[src/rtl/vic_consts.svh]
// Register indices, field positions, reset values and decode constants
`ifndef VIC_CONSTS_SVH
`define VIC_CONSTS_SVH

// Register indices; byte address is index times four
`define VIC_IDX_INPUT 4'h0
`define VIC_IDX_MODE 4'h1
`define VIC_IDX_ENH 4'h2
`define VIC_IDX_STATUS 4'h3

// Reset values
`define VIC_RST_INPUT 8'h00
`define VIC_RST_MODE 8'h00
`define VIC_RST_ENH 8'h00

// Writable bit masks, reserved bits held at zero
`define VIC_MASK_INPUT 8'hFF
`define VIC_MASK_MODE 8'hBF
`define VIC_MASK_ENH 8'h1F

// Input register fields
`define VIC_SRC_MSB 3
`define VIC_SRC_LSB 0
`define VIC_STD_MSB 7
`define VIC_STD_LSB 4

// Mode register fields
`define VIC_QUAL_MSB 1
`define VIC_QUAL_LSB 0
`define VIC_SQP_BIT 2
`define VIC_DIFF_BIT 3
`define VIC_QSC_BIT 4
`define VIC_PRO_BIT 5
`define VIC_ARD_BIT 7

// Enhancement register fields
`define VIC_PEAK_MSB 2
`define VIC_PEAK_LSB 0
`define VIC_CORE_MSB 4
`define VIC_CORE_LSB 3

// Status register: sticky reacquire flag, write one to clear
`define VIC_STAT_REACQ_BIT 7

// Source codes
`define VIC_SRC_CVBS_LAST 4'h5
`define VIC_SRC_YC_FIRST 4'h6
`define VIC_SRC_YC_LAST 4'h8
`define VIC_SRC_YUV_A 4'h9
`define VIC_SRC_YUV_B 4'hA

// Standard codes
`define VIC_STD_AUTO_LAST 4'h3
`define VIC_STD_NTSC_LAST 4'h7
`define VIC_STD_PAL_BGHID 4'h8
`define VIC_STD_PAL_N 4'h9
`define VIC_STD_PAL_M_LAST 4'hB
`define VIC_STD_PAL_CN_LAST 4'hD

// Peaking gains in hundredths of a dB
`define VIC_DB_P450 12'sd450
`define VIC_DB_P925 12'sd925
`define VIC_DB_P575 12'sd575
`define VIC_DB_P125 12'sd125
`define VIC_DB_P330 12'sd330
`define VIC_DB_ZERO 12'sd0
`define VIC_DB_M125 -12'sd125
`define VIC_DB_M175 -12'sd175
`define VIC_DB_M300 -12'sd300
`define VIC_DB_M800 -12'sd800

// Coring thresholds above black
`define VIC_CORE_T0 6'h00
`define VIC_CORE_T1 6'h08
`define VIC_CORE_T2 6'h10
`define VIC_CORE_T3 6'h20

`endif

[src/rtl/vic_pkg.sv]
// Types shared by the video input configuration block
package vic_pkg;

    typedef enum logic [1:0] {
        FMT_COMPOSITE,
        FMT_SVIDEO,
        FMT_COMPONENT,
        FMT_NONE
    } vic_fmt_t;

    typedef enum logic [2:0] {
        STD_NTSC_M,
        STD_NTSC_443,
        STD_PAL_BGHID,
        STD_PAL_N,
        STD_PAL_M,
        STD_PAL_CN,
        STD_NONE
    } vic_std_t;

    typedef enum logic [1:0] {
        QUAL_BROADCAST,
        QUAL_TV,
        QUAL_VCR,
        QUAL_SURVEILLANCE
    } vic_qual_t;

endpackage : vic_pkg

[src/rtl/vic_decode.sv]
// Combinational decode of source, standard, peaking and coring codes
`include "vic_consts.svh"

module vic_decode (
    input wire logic [3:0] src_code,
    input wire logic [3:0] std_code,
    input wire logic [2:0] peak_code,
    input wire logic [1:0] core_code,
    output vic_pkg::vic_fmt_t fmt,
    output logic [5:0] luma_sel,
    output logic [5:0] chroma_sel,
    output logic [5:0] u_sel,
    output logic [5:0] v_sel,
    output logic auto_detect,
    output vic_pkg::vic_std_t pal_std,
    output vic_pkg::vic_std_t ntsc_std,
    output logic pedestal,
    output logic signed [11:0] peak_comp,
    output logic signed [11:0] peak_svid,
    output logic [5:0] core_thr
);

    // One-hot select of analog input n (0 based)
    function automatic logic [5:0] vic_onehot(input logic [3:0] n);
        vic_onehot = 6'h01 << n[2:0];
    endfunction : vic_onehot

    // Source decode
    wire is_cvbs = (src_code <= `VIC_SRC_CVBS_LAST);
    wire is_yc = (src_code >= `VIC_SRC_YC_FIRST) && (src_code <= `VIC_SRC_YC_LAST);
    wire is_yuv_a = (src_code == `VIC_SRC_YUV_A);
    wire is_yuv_b = (src_code == `VIC_SRC_YUV_B);
    wire [3:0] yc_idx = src_code - `VIC_SRC_YC_FIRST;

    assign fmt = is_cvbs ? vic_pkg::FMT_COMPOSITE :
                 is_yc ? vic_pkg::FMT_SVIDEO :
                 (is_yuv_a || is_yuv_b) ? vic_pkg::FMT_COMPONENT : vic_pkg::FMT_NONE;
    assign luma_sel = is_cvbs ? vic_onehot(src_code) :
                      is_yc ? vic_onehot(yc_idx) :
                      is_yuv_a ? vic_onehot(4'h0) :
                      is_yuv_b ? vic_onehot(4'h1) : 6'h00;
    assign chroma_sel = is_yc ? vic_onehot(yc_idx + 4'h3) : 6'h00;
    assign u_sel = is_yuv_a ? vic_onehot(4'h3) :
                   is_yuv_b ? vic_onehot(4'h2) : 6'h00;
    assign v_sel = is_yuv_a ? vic_onehot(4'h4) :
                   is_yuv_b ? vic_onehot(4'h5) : 6'h00;

    // Standard decode
    wire std_auto = (std_code <= `VIC_STD_AUTO_LAST);
    wire std_ntsc = !std_auto && (std_code <= `VIC_STD_NTSC_LAST);
    wire std_pal_m = (std_code > `VIC_STD_PAL_N) && (std_code <= `VIC_STD_PAL_M_LAST);
    wire std_pal_cn = (std_code > `VIC_STD_PAL_M_LAST) && (std_code <= `VIC_STD_PAL_CN_LAST);

    assign auto_detect = std_auto;
    assign ntsc_std = (std_auto || (std_ntsc && !std_code[1])) ? vic_pkg::STD_NTSC_M :
                      std_ntsc ? vic_pkg::STD_NTSC_443 : vic_pkg::STD_NONE;
    assign pal_std = std_auto ? (std_code[1] ? vic_pkg::STD_PAL_N : vic_pkg::STD_PAL_BGHID) :
                     (std_code == `VIC_STD_PAL_BGHID) ? vic_pkg::STD_PAL_BGHID :
                     (std_code == `VIC_STD_PAL_N) ? vic_pkg::STD_PAL_N :
                     std_pal_m ? vic_pkg::STD_PAL_M :
                     std_pal_cn ? vic_pkg::STD_PAL_CN : vic_pkg::STD_NONE;
    // Code 9 always carries pedestal, code 8 and codes above 13 never; elsewhere the low code bit does
    assign pedestal = (std_code == `VIC_STD_PAL_N) ? 1'b1 :
                      (std_code == `VIC_STD_PAL_BGHID) ? 1'b0 :
                      (std_code > `VIC_STD_PAL_CN_LAST) ? 1'b0 : std_code[0];

    // Luma peaking gains around the subcarrier
    always_comb begin
        case (peak_code)
            3'h0, 3'h1: begin
                peak_comp = `VIC_DB_P450;
                peak_svid = `VIC_DB_P925;
            end
            3'h2: begin
                peak_comp = `VIC_DB_P450;
                peak_svid = `VIC_DB_P575;
            end
            3'h3: begin
                peak_comp = `VIC_DB_P125;
                peak_svid = `VIC_DB_P330;
            end
            3'h5: begin
                peak_comp = `VIC_DB_M125;
                peak_svid = `VIC_DB_M300;
            end
            3'h6: begin
                peak_comp = `VIC_DB_M175;
                peak_svid = `VIC_DB_M800;
            end
            3'h7: begin
                peak_comp = `VIC_DB_M300;
                peak_svid = `VIC_DB_M800;
            end
            default: begin
                peak_comp = `VIC_DB_ZERO;
                peak_svid = `VIC_DB_ZERO;
            end
        endcase
    end

    // Coring threshold above black level
    assign core_thr = (core_code == 2'h1) ? `VIC_CORE_T1 :
                      (core_code == 2'h2) ? `VIC_CORE_T2 :
                      (core_code == 2'h3) ? `VIC_CORE_T3 : `VIC_CORE_T0;

endmodule : vic_decode

[src/rtl/vic_regs.sv]
// APB register bank and registered control outputs for video input setup
//
// Our own choice: register access over APB.
`include "vic_consts.svh"

module vic_regs #(
    parameter int ADDR_W = 8
) (
    input wire logic pclk,
    input wire logic presetn,
    input wire logic psel,
    input wire logic penable,
    input wire logic pwrite,
    input wire logic [ADDR_W-1:0] paddr,
    input wire logic [31:0] pwdata,
    output logic [31:0] prdata,
    output logic pready,
    output logic pslverr,
    output vic_pkg::vic_fmt_t input_format,
    output logic [5:0] luma_input_sel,
    output logic [5:0] chroma_input_sel,
    output logic [5:0] comp_u_input_sel,
    output logic [5:0] comp_v_input_sel,
    output logic differential_input_enable,
    output logic auto_detect_enable,
    output vic_pkg::vic_std_t pal_standard,
    output vic_pkg::vic_std_t ntsc_standard,
    output logic pedestal_enable,
    output vic_pkg::vic_qual_t input_quality_select,
    output logic square_pixel_enable,
    output logic quad_subcarrier_sampling,
    output logic line_locked_pixel_clock_4fsc,
    output logic professional_component_enable,
    output logic reacquire_req,
    output logic [2:0] luma_peaking_mode,
    output logic signed [11:0] luma_peak_composite_cdb,
    output logic signed [11:0] luma_peak_svideo_cdb,
    output logic luma_coring_enable,
    output logic [5:0] luma_coring_threshold
);

    // Register storage
    logic [7:0] input_source_and_standard_r;
    logic [7:0] video_mode_selection_r;
    logic [7:0] luma_enhancement_control_r;
    logic reacq_seen_r;
    logic reacquire_req_r;
    logic [31:0] prdata_r;
    logic pslverr_r;

    // Registered decoded outputs
    vic_pkg::vic_fmt_t fmt_r;
    logic [5:0] luma_sel_r;
    logic [5:0] chroma_sel_r;
    logic [5:0] u_sel_r;
    logic [5:0] v_sel_r;
    logic auto_r;
    vic_pkg::vic_std_t pal_r;
    vic_pkg::vic_std_t ntsc_r;
    logic ped_r;
    logic signed [11:0] peak_comp_r;
    logic signed [11:0] peak_svid_r;
    logic [5:0] core_thr_r;

    // Field views
    wire [3:0] src_code = input_source_and_standard_r[`VIC_SRC_MSB:`VIC_SRC_LSB];
    wire [3:0] std_code = input_source_and_standard_r[`VIC_STD_MSB:`VIC_STD_LSB];
    wire [2:0] peak_code = luma_enhancement_control_r[`VIC_PEAK_MSB:`VIC_PEAK_LSB];
    wire [1:0] core_code = luma_enhancement_control_r[`VIC_CORE_MSB:`VIC_CORE_LSB];
    wire auto_reacquire_disable = video_mode_selection_r[`VIC_ARD_BIT];

    // Address decode
    wire [ADDR_W-3:0] word_idx = paddr[ADDR_W-1:2];
    wire sel_input = (word_idx == (ADDR_W-2)'(`VIC_IDX_INPUT));
    wire sel_mode = (word_idx == (ADDR_W-2)'(`VIC_IDX_MODE));
    wire sel_enh = (word_idx == (ADDR_W-2)'(`VIC_IDX_ENH));
    wire sel_status = (word_idx == (ADDR_W-2)'(`VIC_IDX_STATUS));
    wire aligned = (paddr[1:0] == 2'h0);
    wire mapped = aligned && (sel_input || sel_mode || sel_enh || sel_status);

    // Bus phases; zero wait states so access always completes
    wire setup_ph = psel && !penable;
    wire wr_acc = psel && penable && pready && pwrite && mapped;
    wire wr_input = wr_acc && sel_input;
    wire wr_mode = wr_acc && sel_mode;
    wire wr_enh = wr_acc && sel_enh;
    wire wr_status = wr_acc && sel_status;

    // Source change detect on write to input register
    wire [3:0] new_src = pwdata[`VIC_SRC_MSB:`VIC_SRC_LSB];
    wire src_change = wr_input && (new_src != src_code);
    wire reacq_fire = src_change && !auto_reacquire_disable;
    wire reacq_clear = wr_status && pwdata[`VIC_STAT_REACQ_BIT];

    // Unlisted codes shown in status; their routing is left idle
    wire src_bad = (src_code > `VIC_SRC_YUV_B);
    wire std_bad = (std_code > `VIC_STD_PAL_CN_LAST);

    // Status register view of the block's own state
    wire [7:0] status_view = {reacq_seen_r, 1'b0, src_bad, std_bad,
                              1'b0, fmt_r, auto_r};

    // Read mux
    wire [7:0] rd_byte = sel_input ? input_source_and_standard_r :
                         sel_mode ? video_mode_selection_r :
                         sel_enh ? luma_enhancement_control_r :
                         sel_status ? status_view : 8'h00;
    wire [31:0] rd_word = mapped ? {24'h00_0000, rd_byte} : 32'h0000_0000;

    // Decode of codes into routing, standard and filter settings
    vic_pkg::vic_fmt_t dec_fmt;
    logic [5:0] dec_luma;
    logic [5:0] dec_chroma;
    logic [5:0] dec_u;
    logic [5:0] dec_v;
    logic dec_auto;
    vic_pkg::vic_std_t dec_pal;
    vic_pkg::vic_std_t dec_ntsc;
    logic dec_ped;
    logic signed [11:0] dec_peak_comp;
    logic signed [11:0] dec_peak_svid;
    logic [5:0] dec_core;

    vic_decode u_decode (
        .src_code(src_code),
        .std_code(std_code),
        .peak_code(peak_code),
        .core_code(core_code),
        .fmt(dec_fmt),
        .luma_sel(dec_luma),
        .chroma_sel(dec_chroma),
        .u_sel(dec_u),
        .v_sel(dec_v),
        .auto_detect(dec_auto),
        .pal_std(dec_pal),
        .ntsc_std(dec_ntsc),
        .pedestal(dec_ped),
        .peak_comp(dec_peak_comp),
        .peak_svid(dec_peak_svid),
        .core_thr(dec_core)
    );

    // Input source and standard register
    always_ff @(posedge pclk or negedge presetn) begin
        if (!presetn) begin
            input_source_and_standard_r <= `VIC_RST_INPUT;
        end else if (wr_input) begin
            input_source_and_standard_r <= pwdata[7:0] & `VIC_MASK_INPUT;
        end
    end

    // Video mode register, reserved bit held at zero
    always_ff @(posedge pclk or negedge presetn) begin
        if (!presetn) begin
            video_mode_selection_r <= `VIC_RST_MODE;
        end else if (wr_mode) begin
            video_mode_selection_r <= pwdata[7:0] & `VIC_MASK_MODE;
        end
    end

    // Luma enhancement register, reserved bits held at zero
    always_ff @(posedge pclk or negedge presetn) begin
        if (!presetn) begin
            luma_enhancement_control_r <= `VIC_RST_ENH;
        end else if (wr_enh) begin
            luma_enhancement_control_r <= pwdata[7:0] & `VIC_MASK_ENH;
        end
    end

    // Reacquire pulse and sticky flag; a new event beats the clear
    always_ff @(posedge pclk or negedge presetn) begin
        if (!presetn) begin
            reacquire_req_r <= 1'b0;
            reacq_seen_r <= 1'b0;
        end else begin
            reacquire_req_r <= reacq_fire;
            reacq_seen_r <= reacq_fire || (reacq_seen_r && !reacq_clear);
        end
    end

    // Read data and error captured in the setup cycle
    always_ff @(posedge pclk or negedge presetn) begin
        if (!presetn) begin
            prdata_r <= 32'h0000_0000;
            pslverr_r <= 1'b0;
        end else if (setup_ph) begin
            prdata_r <= pwrite ? 32'h0000_0000 : rd_word;
            pslverr_r <= !mapped;
        end
    end

    // Decoded settings registered for the datapath
    always_ff @(posedge pclk or negedge presetn) begin
        if (!presetn) begin
            fmt_r <= vic_pkg::FMT_COMPOSITE;
            luma_sel_r <= 6'h00;
            chroma_sel_r <= 6'h00;
            u_sel_r <= 6'h00;
            v_sel_r <= 6'h00;
            auto_r <= 1'b0;
            pal_r <= vic_pkg::STD_NONE;
            ntsc_r <= vic_pkg::STD_NONE;
            ped_r <= 1'b0;
            peak_comp_r <= `VIC_DB_ZERO;
            peak_svid_r <= `VIC_DB_ZERO;
            core_thr_r <= `VIC_CORE_T0;
        end else begin
            fmt_r <= dec_fmt;
            luma_sel_r <= dec_luma;
            chroma_sel_r <= dec_chroma;
            u_sel_r <= dec_u;
            v_sel_r <= dec_v;
            auto_r <= dec_auto;
            pal_r <= dec_pal;
            ntsc_r <= dec_ntsc;
            ped_r <= dec_ped;
            peak_comp_r <= dec_peak_comp;
            peak_svid_r <= dec_peak_svid;
            core_thr_r <= dec_core;
        end
    end

    // Bus outputs
    assign pready = 1'b1;
    assign prdata = prdata_r;
    assign pslverr = pslverr_r;

    // Routing and standard outputs
    assign input_format = fmt_r;
    assign luma_input_sel = luma_sel_r;
    assign chroma_input_sel = chroma_sel_r;
    assign comp_u_input_sel = u_sel_r;
    assign comp_v_input_sel = v_sel_r;
    assign auto_detect_enable = auto_r;
    assign pal_standard = pal_r;
    assign ntsc_standard = ntsc_r;
    assign pedestal_enable = ped_r;

    // Mode bits straight from the mode register; reacquire pulse from its own flop
    assign input_quality_select =
        vic_pkg::vic_qual_t'(video_mode_selection_r[`VIC_QUAL_MSB:`VIC_QUAL_LSB]);
    assign square_pixel_enable = video_mode_selection_r[`VIC_SQP_BIT];
    assign differential_input_enable = video_mode_selection_r[`VIC_DIFF_BIT];
    assign quad_subcarrier_sampling = video_mode_selection_r[`VIC_QSC_BIT];
    assign line_locked_pixel_clock_4fsc = video_mode_selection_r[`VIC_QSC_BIT];
    assign professional_component_enable = video_mode_selection_r[`VIC_PRO_BIT];
    assign reacquire_req = reacquire_req_r;

    // Luma filter outputs
    assign luma_peaking_mode = peak_code;
    assign luma_peak_composite_cdb = peak_comp_r;
    assign luma_peak_svideo_cdb = peak_svid_r;
    assign luma_coring_enable = (core_code != 2'h0);
    assign luma_coring_threshold = core_thr_r;

endmodule : vic_regs

[config.mk]
export PLATFORM = sky130hd
export DESIGN_NAME = vic_regs
export DESIGN_NICKNAME = d
export VERILOG_FILES = /design/src/rtl/vic_pkg.sv /design/src/rtl/vic_decode.sv /design/src/rtl/vic_regs.sv
export VERILOG_INCLUDE_DIRS = /design/src /design/src/rtl
export SDC_FILE = /design/constraint.sdc
export NUM_CORES = 1
export LEC_CHECK = 0
export BUFFER_PORTS_ARGS = -buffer_cell sky130_fd_sc_hd__buf_2
export CORE_ASPECT_RATIO = 0.5
export CORE_MARGIN = 1.5
export CORE_UTILIZATION = 40
export DETAILED_ROUTE_END_ITERATION = 8
export GPL_TIMING_DRIVEN = 0
export PLACE_DENSITY = 0.7
export SETUP_SLACK_MARGIN = 0.3
export SLEW_MARGIN = 5
export SYNTH_ARGS = -nofsm -noshare
export SYNTH_HDL_FRONTEND = slang
export SYNTH_SLANG_ARGS = --single-unit
[constraint.sdc]
create_clock -name pclk -period 3.6 [get_ports pclk]
set_clock_uncertainty 0.05 [all_clocks]
set_input_delay 0.36 -clock pclk [delete_from_list [all_inputs] [get_ports pclk]]
set_output_delay 0.36 -clock pclk [all_outputs]
set_load 0.1 [all_outputs]
Yosys cells after proc, flatten, opt, wreduce, memory -nomap -nowiden

Index checks and enable logic that the tools add are counted.

Reduce and logical (&&, ||, !) cells: 37
Eq/ne operators: 17
Magnitude comparators: 11
Add/sub/neg operators: 2
Multiplexer cells: 34
Shifts and indexed selects: 3

Operator list:

| cell                  | count |
|---|---|
| $pmux W12 S5          | 2 |
| $mux W6               | 10 |
| $mux W8               | 6 |
| $mux W3               | 7 |
| $logic_and A1 B1 Y1   | 18 |
| $shl A1 B3 Y6 const A | 3 |
| $eq A4 B4 Y1 const B  | 4 |
| $gt A4 B4 Y1 const B  | 4 |
| $eq A6 B2 Y1 const B  | 2 |
| $le A4 B4 Y1 const B  | 3 |
| $eq A3 B3 Y1 const B  | 3 |
| $le A4 B3 Y1 const B  | 2 |
| $mux W2               | 4 |
| $eq A3 B2 Y1 const B  | 2 |
| $eq A6 B1 Y1 const B  | 1 |
| $logic_not A1 Y1      | 6 |
| $logic_not A6 Y1      | 1 |
| $logic_or A1 B1 Y1    | 6 |
| $mux W1               | 5 |
| $eq A2 B2 Y1 const B  | 2 |
| $ge A4 B3 Y1 const B  | 1 |
| $le A4 B2 Y1 const B  | 1 |
| $ne A4 B4 Y1          | 1 |
| $reduce_or A2 Y1      | 2 |
| other kinds (8)       | 8 |

Word-level logic and storage cells: 123
Input bits: 45
Flip-flop bits (word level): 119
Output and inout bits: 110

Depth between registers and ports, before layout

Word-level depth: 11
Gate-level depth with buffers: 7
Gate-level depth less buffers: 6

By module

A second synthesis with hierarchy kept.

Cells, all modules: 345
Area, all modules: 4,087.7 µm²

Modules (own cells, without submodules):

| module     | instances | cells each | sequential area each (µm²) | area each (µm²) |
|---|---|---|---|---|
| vic_regs   | 1         | 229        | 2,382.3                    | 3,363.2 |
| vic_decode | 1         | 116        | 0.0                        | 724.4 |

Least setup slack after synthesis

Ideal clock, no wire load.

Kind: input-to-reg
From: in paddr[5]
To: reg luma_enhancement_control_r[0]
Required time: 3,425 ps
Arrival time: 2,028 ps
Stages on the path: 5
Library setup time: 125 ps
Setup slack: 1,397 ps
Buffers on the path: 1
Path through: or4_4 or3_4 or3_1 buf_6 mux2_4

Word-level cells in the longest chain between the ends: 7
Elaborated cells between the ends (all ways): 10
Those cells by class: eq/ne: 3; reduce/logical: 7

Ends and longest elaborated chain:

| item                                             | line                           | source |
|---|---|---|
| start: declaration                               | vic_regs.sv:14                 | `input wire logic [ADDR_W-1:0] paddr,` |
| $eq A6 B1 Y1 or $logic_not A6 Y1 (tied branches) | vic_regs.sv:75, vic_regs.sv:74 |  |
| $logic_or A1 B1 Y1 (3 in a row)                  | vic_regs.sv:79                 | `wire mapped = aligned && (sel_input \|\| sel_mode \|\| sel_enh \|\| sel_status);` |
| $logic_and A1 B1 Y1                              | vic_regs.sv:79                 |  |
| $logic_and A1 B1 Y1                              | vic_regs.sv:83                 | `wire wr_acc = psel && penable && pready && pwrite && mapped;` |
| $logic_and A1 B1 Y1 (*)                          | vic_regs.sv:86                 | `wire wr_enh = wr_acc && sel_enh;` |
| end signal: assignment                           | vic_regs.sv:164                | `` luma_enhancement_control_r <= `VIC_RST_ENH; `` |
| end signal: assignment                           | vic_regs.sv:166                | `` luma_enhancement_control_r <= pwdata[7:0] & `VIC_MASK_ENH; `` |
| end: declaration                                 | vic_regs.sv:45                 | `logic [7:0] luma_enhancement_control_r;` |

Mark *: on every way between the ends. The rest lies on a longest branch, timed or not.
A chain may end at the register's enable or synchronous reset.

Worst setup path after layout

From: reg input_source_and_standard_r[2]
To: reg chroma_sel_r[1], in the netlist chroma_input_sel[1]

Word-level cells in the longest chain between the ends: 4
Elaborated cells between the ends (all ways): 7
Those cells by class: add/sub: 2; order compare: 2; shift: 1; mux: 1; reduce/logical: 1

Ends and longest elaborated chain:

| item                     | line             | source |
|---|---|---|
| start: declaration       | vic_regs.sv:43   | `logic [7:0] input_source_and_standard_r;` |
| start signal: assignment | vic_regs.sv:146  | `` input_source_and_standard_r <= `VIC_RST_INPUT; `` |
| start signal: assignment | vic_regs.sv:148  | `` input_source_and_standard_r <= pwdata[7:0] & `VIC_MASK_INPUT; `` |
| $sub A3 B3 Y3 (no line)  | n/a              |  |
| $add A3 B2 Y3            | vic_decode.sv:42 | `assign chroma_sel = is_yc ? vic_onehot(yc_idx + 4'h3) : 6'h00;` |
| $shl A1 B3 Y6            | vic_decode.sv:25 | `vic_onehot = 6'h01 << n[2:0];` |
| $mux W6 (*)              | vic_decode.sv:42 |  |
| via dec_chroma[1]        | vic_regs.sv:113  | `logic [5:0] dec_chroma;` |
| end signal: assignment   | vic_regs.sv:210  | `chroma_sel_r <= dec_chroma;` |
| end: declaration         | vic_regs.sv:54   | `logic [5:0] chroma_sel_r;` |

Mark *: on every way through the listed nets, which the timed path passes. The rest lies on a longest branch.

==> reports/qor.txt <==
Primary FF master, synth -> dfrtp_1
Total number of yosys warnings -> 0
GRT overflow -> 0
Core area -> 0.00814 mm2
Die footprint -> 0.00913 mm2
Via density -> 4.48
Crit path max fanout -> 10
Leakage dissipation -> 2.50 nW
Fill count -> 719
Final setup viols -> 0
Peak VDD IR -> 0.247 mV
Fin. Hold Viols -> 0
Pre-antenna DRT Iters -> 4
# nets final -> 501
Crit path launch type -> flop
RePlAce Congestion -> 0.917
Hold crit path type -> in2reg
Mapped Cells -> 312
Commonest non-fill, non-tap cell in the layout -> buf_2
Setup crit end kind -> flop
Multi-input gate area -> 0.00118 mm2
Commonest non-fill, non-tap cells in the layout -> 93 x buf_2, 71 x dfrtp_1, 53 x buf_4
Post-synthesis sequential area ratio -> 0.543
Worst-path clk slew -> 0.06 ns
CTS tree -> yes
Rows -> 23
Max incr delay on CP -> 0.46 ns
Worst path most repeated cell -> inv_1
Clock tree buffer depth -> 2
Routed vias -> 2,552
Drt initial violations -> 216
Final cycle utilization of the critical path -> 0.616
Number of flops mapped to enable cells by yosys -> 0
Skew-Pair Late Insertion Delay -> 0.33 ns
Antenna Cells -> 0
FF+latch area -> 0.00186 mm2
Synthesized flop and latch total -> 74
MaxCap Viol Count -> 0
Hpwl dp -> 5.40 mm
DRT Wirelength -> 7.28 mm
Antenna viol nets, final -> 0
Sink Count -> 74
Initial antenna violation count -> 0
Unrepaired setup endpoints after global routing -> no
Crit path kind -> reg2reg
Postcts setup bufs -> 0
CTS H-tree depth -> 3
Status -> completed
Ports -> 155
Worst-margin pin slew -> 0.564 ns
First-pass GRT wire length -> 11.0 mm
Share of layout cells above drive strength 1 -> 0.417
Max Clk Rate -> 451 MHz
Slew Limit Headroom -> 0.620
Largest net degree at the start of global routing -> 48
Vias in the first global route -> 2,199
Number of buffers added on ports -> 93
Die W -> 134 um
Final Util -> 0.560
TNS Setup -> 0 ns
Initial Util -> 0.419
WP data arrival -> 2.38 ns
Pwr/cell area -> 492 mW/mm2
Avg Inst Size Synth -> 10.9 um2
Area Growth Syn to Fin -> 33.5%
Clock root buffer -> clkbuf_16
Final hold slack -> 0.201 ns
CP Cell Sequence -> buf_1, inv_1, ha_1, inv_1, o21ai_0, nand2_1, nor4_1
Routed WL per cell -> 12.8 um
Mapped Area -> 0.00341 mm2
Die Y -> 68.3 um
Synth unique cells -> 44
Max Transition Viols Final -> 0
Tot GR Track Use -> 0.162
DR DRC count -> 0
Critical-path top delay cell -> o21ai_0
Crit path max-delay family -> buffers and inverters
TritonCTS buffer count -> 9
Min cycle time layout -> 2.22 ns
Req. time, crit path -> 3.77 ns
Synth async-reset ratio -> 1.00
WP buf/inv -> 3
[metrics by stage]
stage	power (mW)	setup WS, ns	instances	area, um2
6_report	2.24	1.38	570	4560
5_1_grt	2.31	1.27	570	4560
4_1_cts	2.27	1.41	570	4560
3_5_place_dp	1.17	1.22	553	4180
3_3_place_gp	1.16	1.23	552	4150
2_1_floorplan	1.12	1.40	347	3550
[cell families after synthesis]
kind of cell | count (synthesis) | synth area share
and+or+nand+nor | 80 | 0.114
AOI/OAI and AO/OA | 40 | 0.0781
muxes | 25 | 0.0865
buffers and inverters | 82 | 0.150
DFF | 74 | 0.543
xor gates and xnor gates | 6 | 0.0154
adders and majority gates | 3 | 0.0110
other | 2 | 0.00220
[final timing paths]
check	to	start	slack (ns)	cells after the start
setup / recovery	chroma_input_sel[1]	input_source_and_standard_r[2]	1.38	7
hold / removal	prdata[3]	pwrite	0.20	2
setup reg to reg	chroma_input_sel[1]	input_source_and_standard_r[2]	1.38	7
hold reg to reg	prdata[0]	prdata[0]	0.42	2
max in group asynchronous	luma_peak_svideo_cdb[7]	presetn	2.50	3
min in group asynchronous	comp_u_input_sel[2]	presetn	0.45	2
[flip-flops by register name, indices dropped and copies added, names as in the netlist]
| signal | cells |
|---|---|
| luma_peak_composite_cdb | 9 |
| input_source_and_standard_r | 8 |
| luma_peak_svideo_cdb | 8 |
| prdata | 8 |
| video_mode_selection_r | 7 |
| chroma_input_sel | 6 |
| luma_input_sel | 6 |
| luma_enhancement_control_r | 5 |
| luma_coring_threshold | 3 |
| pal_standard | 3 |
| input_format | 2 |
| ntsc_standard | 2 |
| auto_detect_enable | 1 |
| comp_u_input_sel | 1 |
| comp_v_input_sel | 1 |
| pedestal_enable | 1 |
| pslverr | 1 |
| reacq_seen_r | 1 |
| reacquire_req | 1 |
[metal layers]
layer | track usage | vias up | part of all wire
met1 | 0.209 | 1195 | 0.45
li1 | - | 1236 | -
met5 | 0 | - | 0
met2 | 0.250 | 115 | 0.46
met3 | 0.0548 | 6 | 0.082
met4 | 0.0774 | 0 | 0.0089
[where the power goes]
part | switching [mW] | total, mW | internal [mW]
Sequential | 0.00305 | 0.841 | 0.838
Combinational | 0.258 | 0.315 | 0.0567
Clock | 0.321 | 1.09 | 0.764
Total | 0.583 | 2.24 | 1.66
[layout make-up]
type / count / area share
Buffer: 68 / 0.101
Timing Repair Buffer: 95 / 0.111
Multi-Input combinational cell: 191 / 0.259
Tap cell: 112 / 0.0307
Clock inverter: 5 / 0.0274
Sequential cell: 74 / 0.407
Clock buffer: 11 / 0.0532
Inverter: 14 / 0.0115
[cell usage after synthesis (4+ instances only)]
cell / n / area share
o21ai_0: 10 / 0.015
mux2_2: 16 / 0.053
mux2i_1: 4 / 0.012
nor4_1: 4 / 0.0073
nand2b_1: 7 / 0.013
dfrtp_1: 71 / 0.52
buf_4: 52 / 0.11
nor2_1: 22 / 0.024
nor3_1: 6 / 0.0088
nor2b_1: 5 / 0.0092
a21oi_1: 8 / 0.012
inv_1: 14 / 0.015
xor2_1: 6 / 0.015
nand2_1: 23 / 0.025
mux2_4: 5 / 0.022
clkbuf_1: 13 / 0.014
[timing repair]
action,in CTS,in global routing
hold buffers,1,0
gates resized for setup,0,0
hold endpoints to repair,24,0
(Power assumes the default switching activity.)
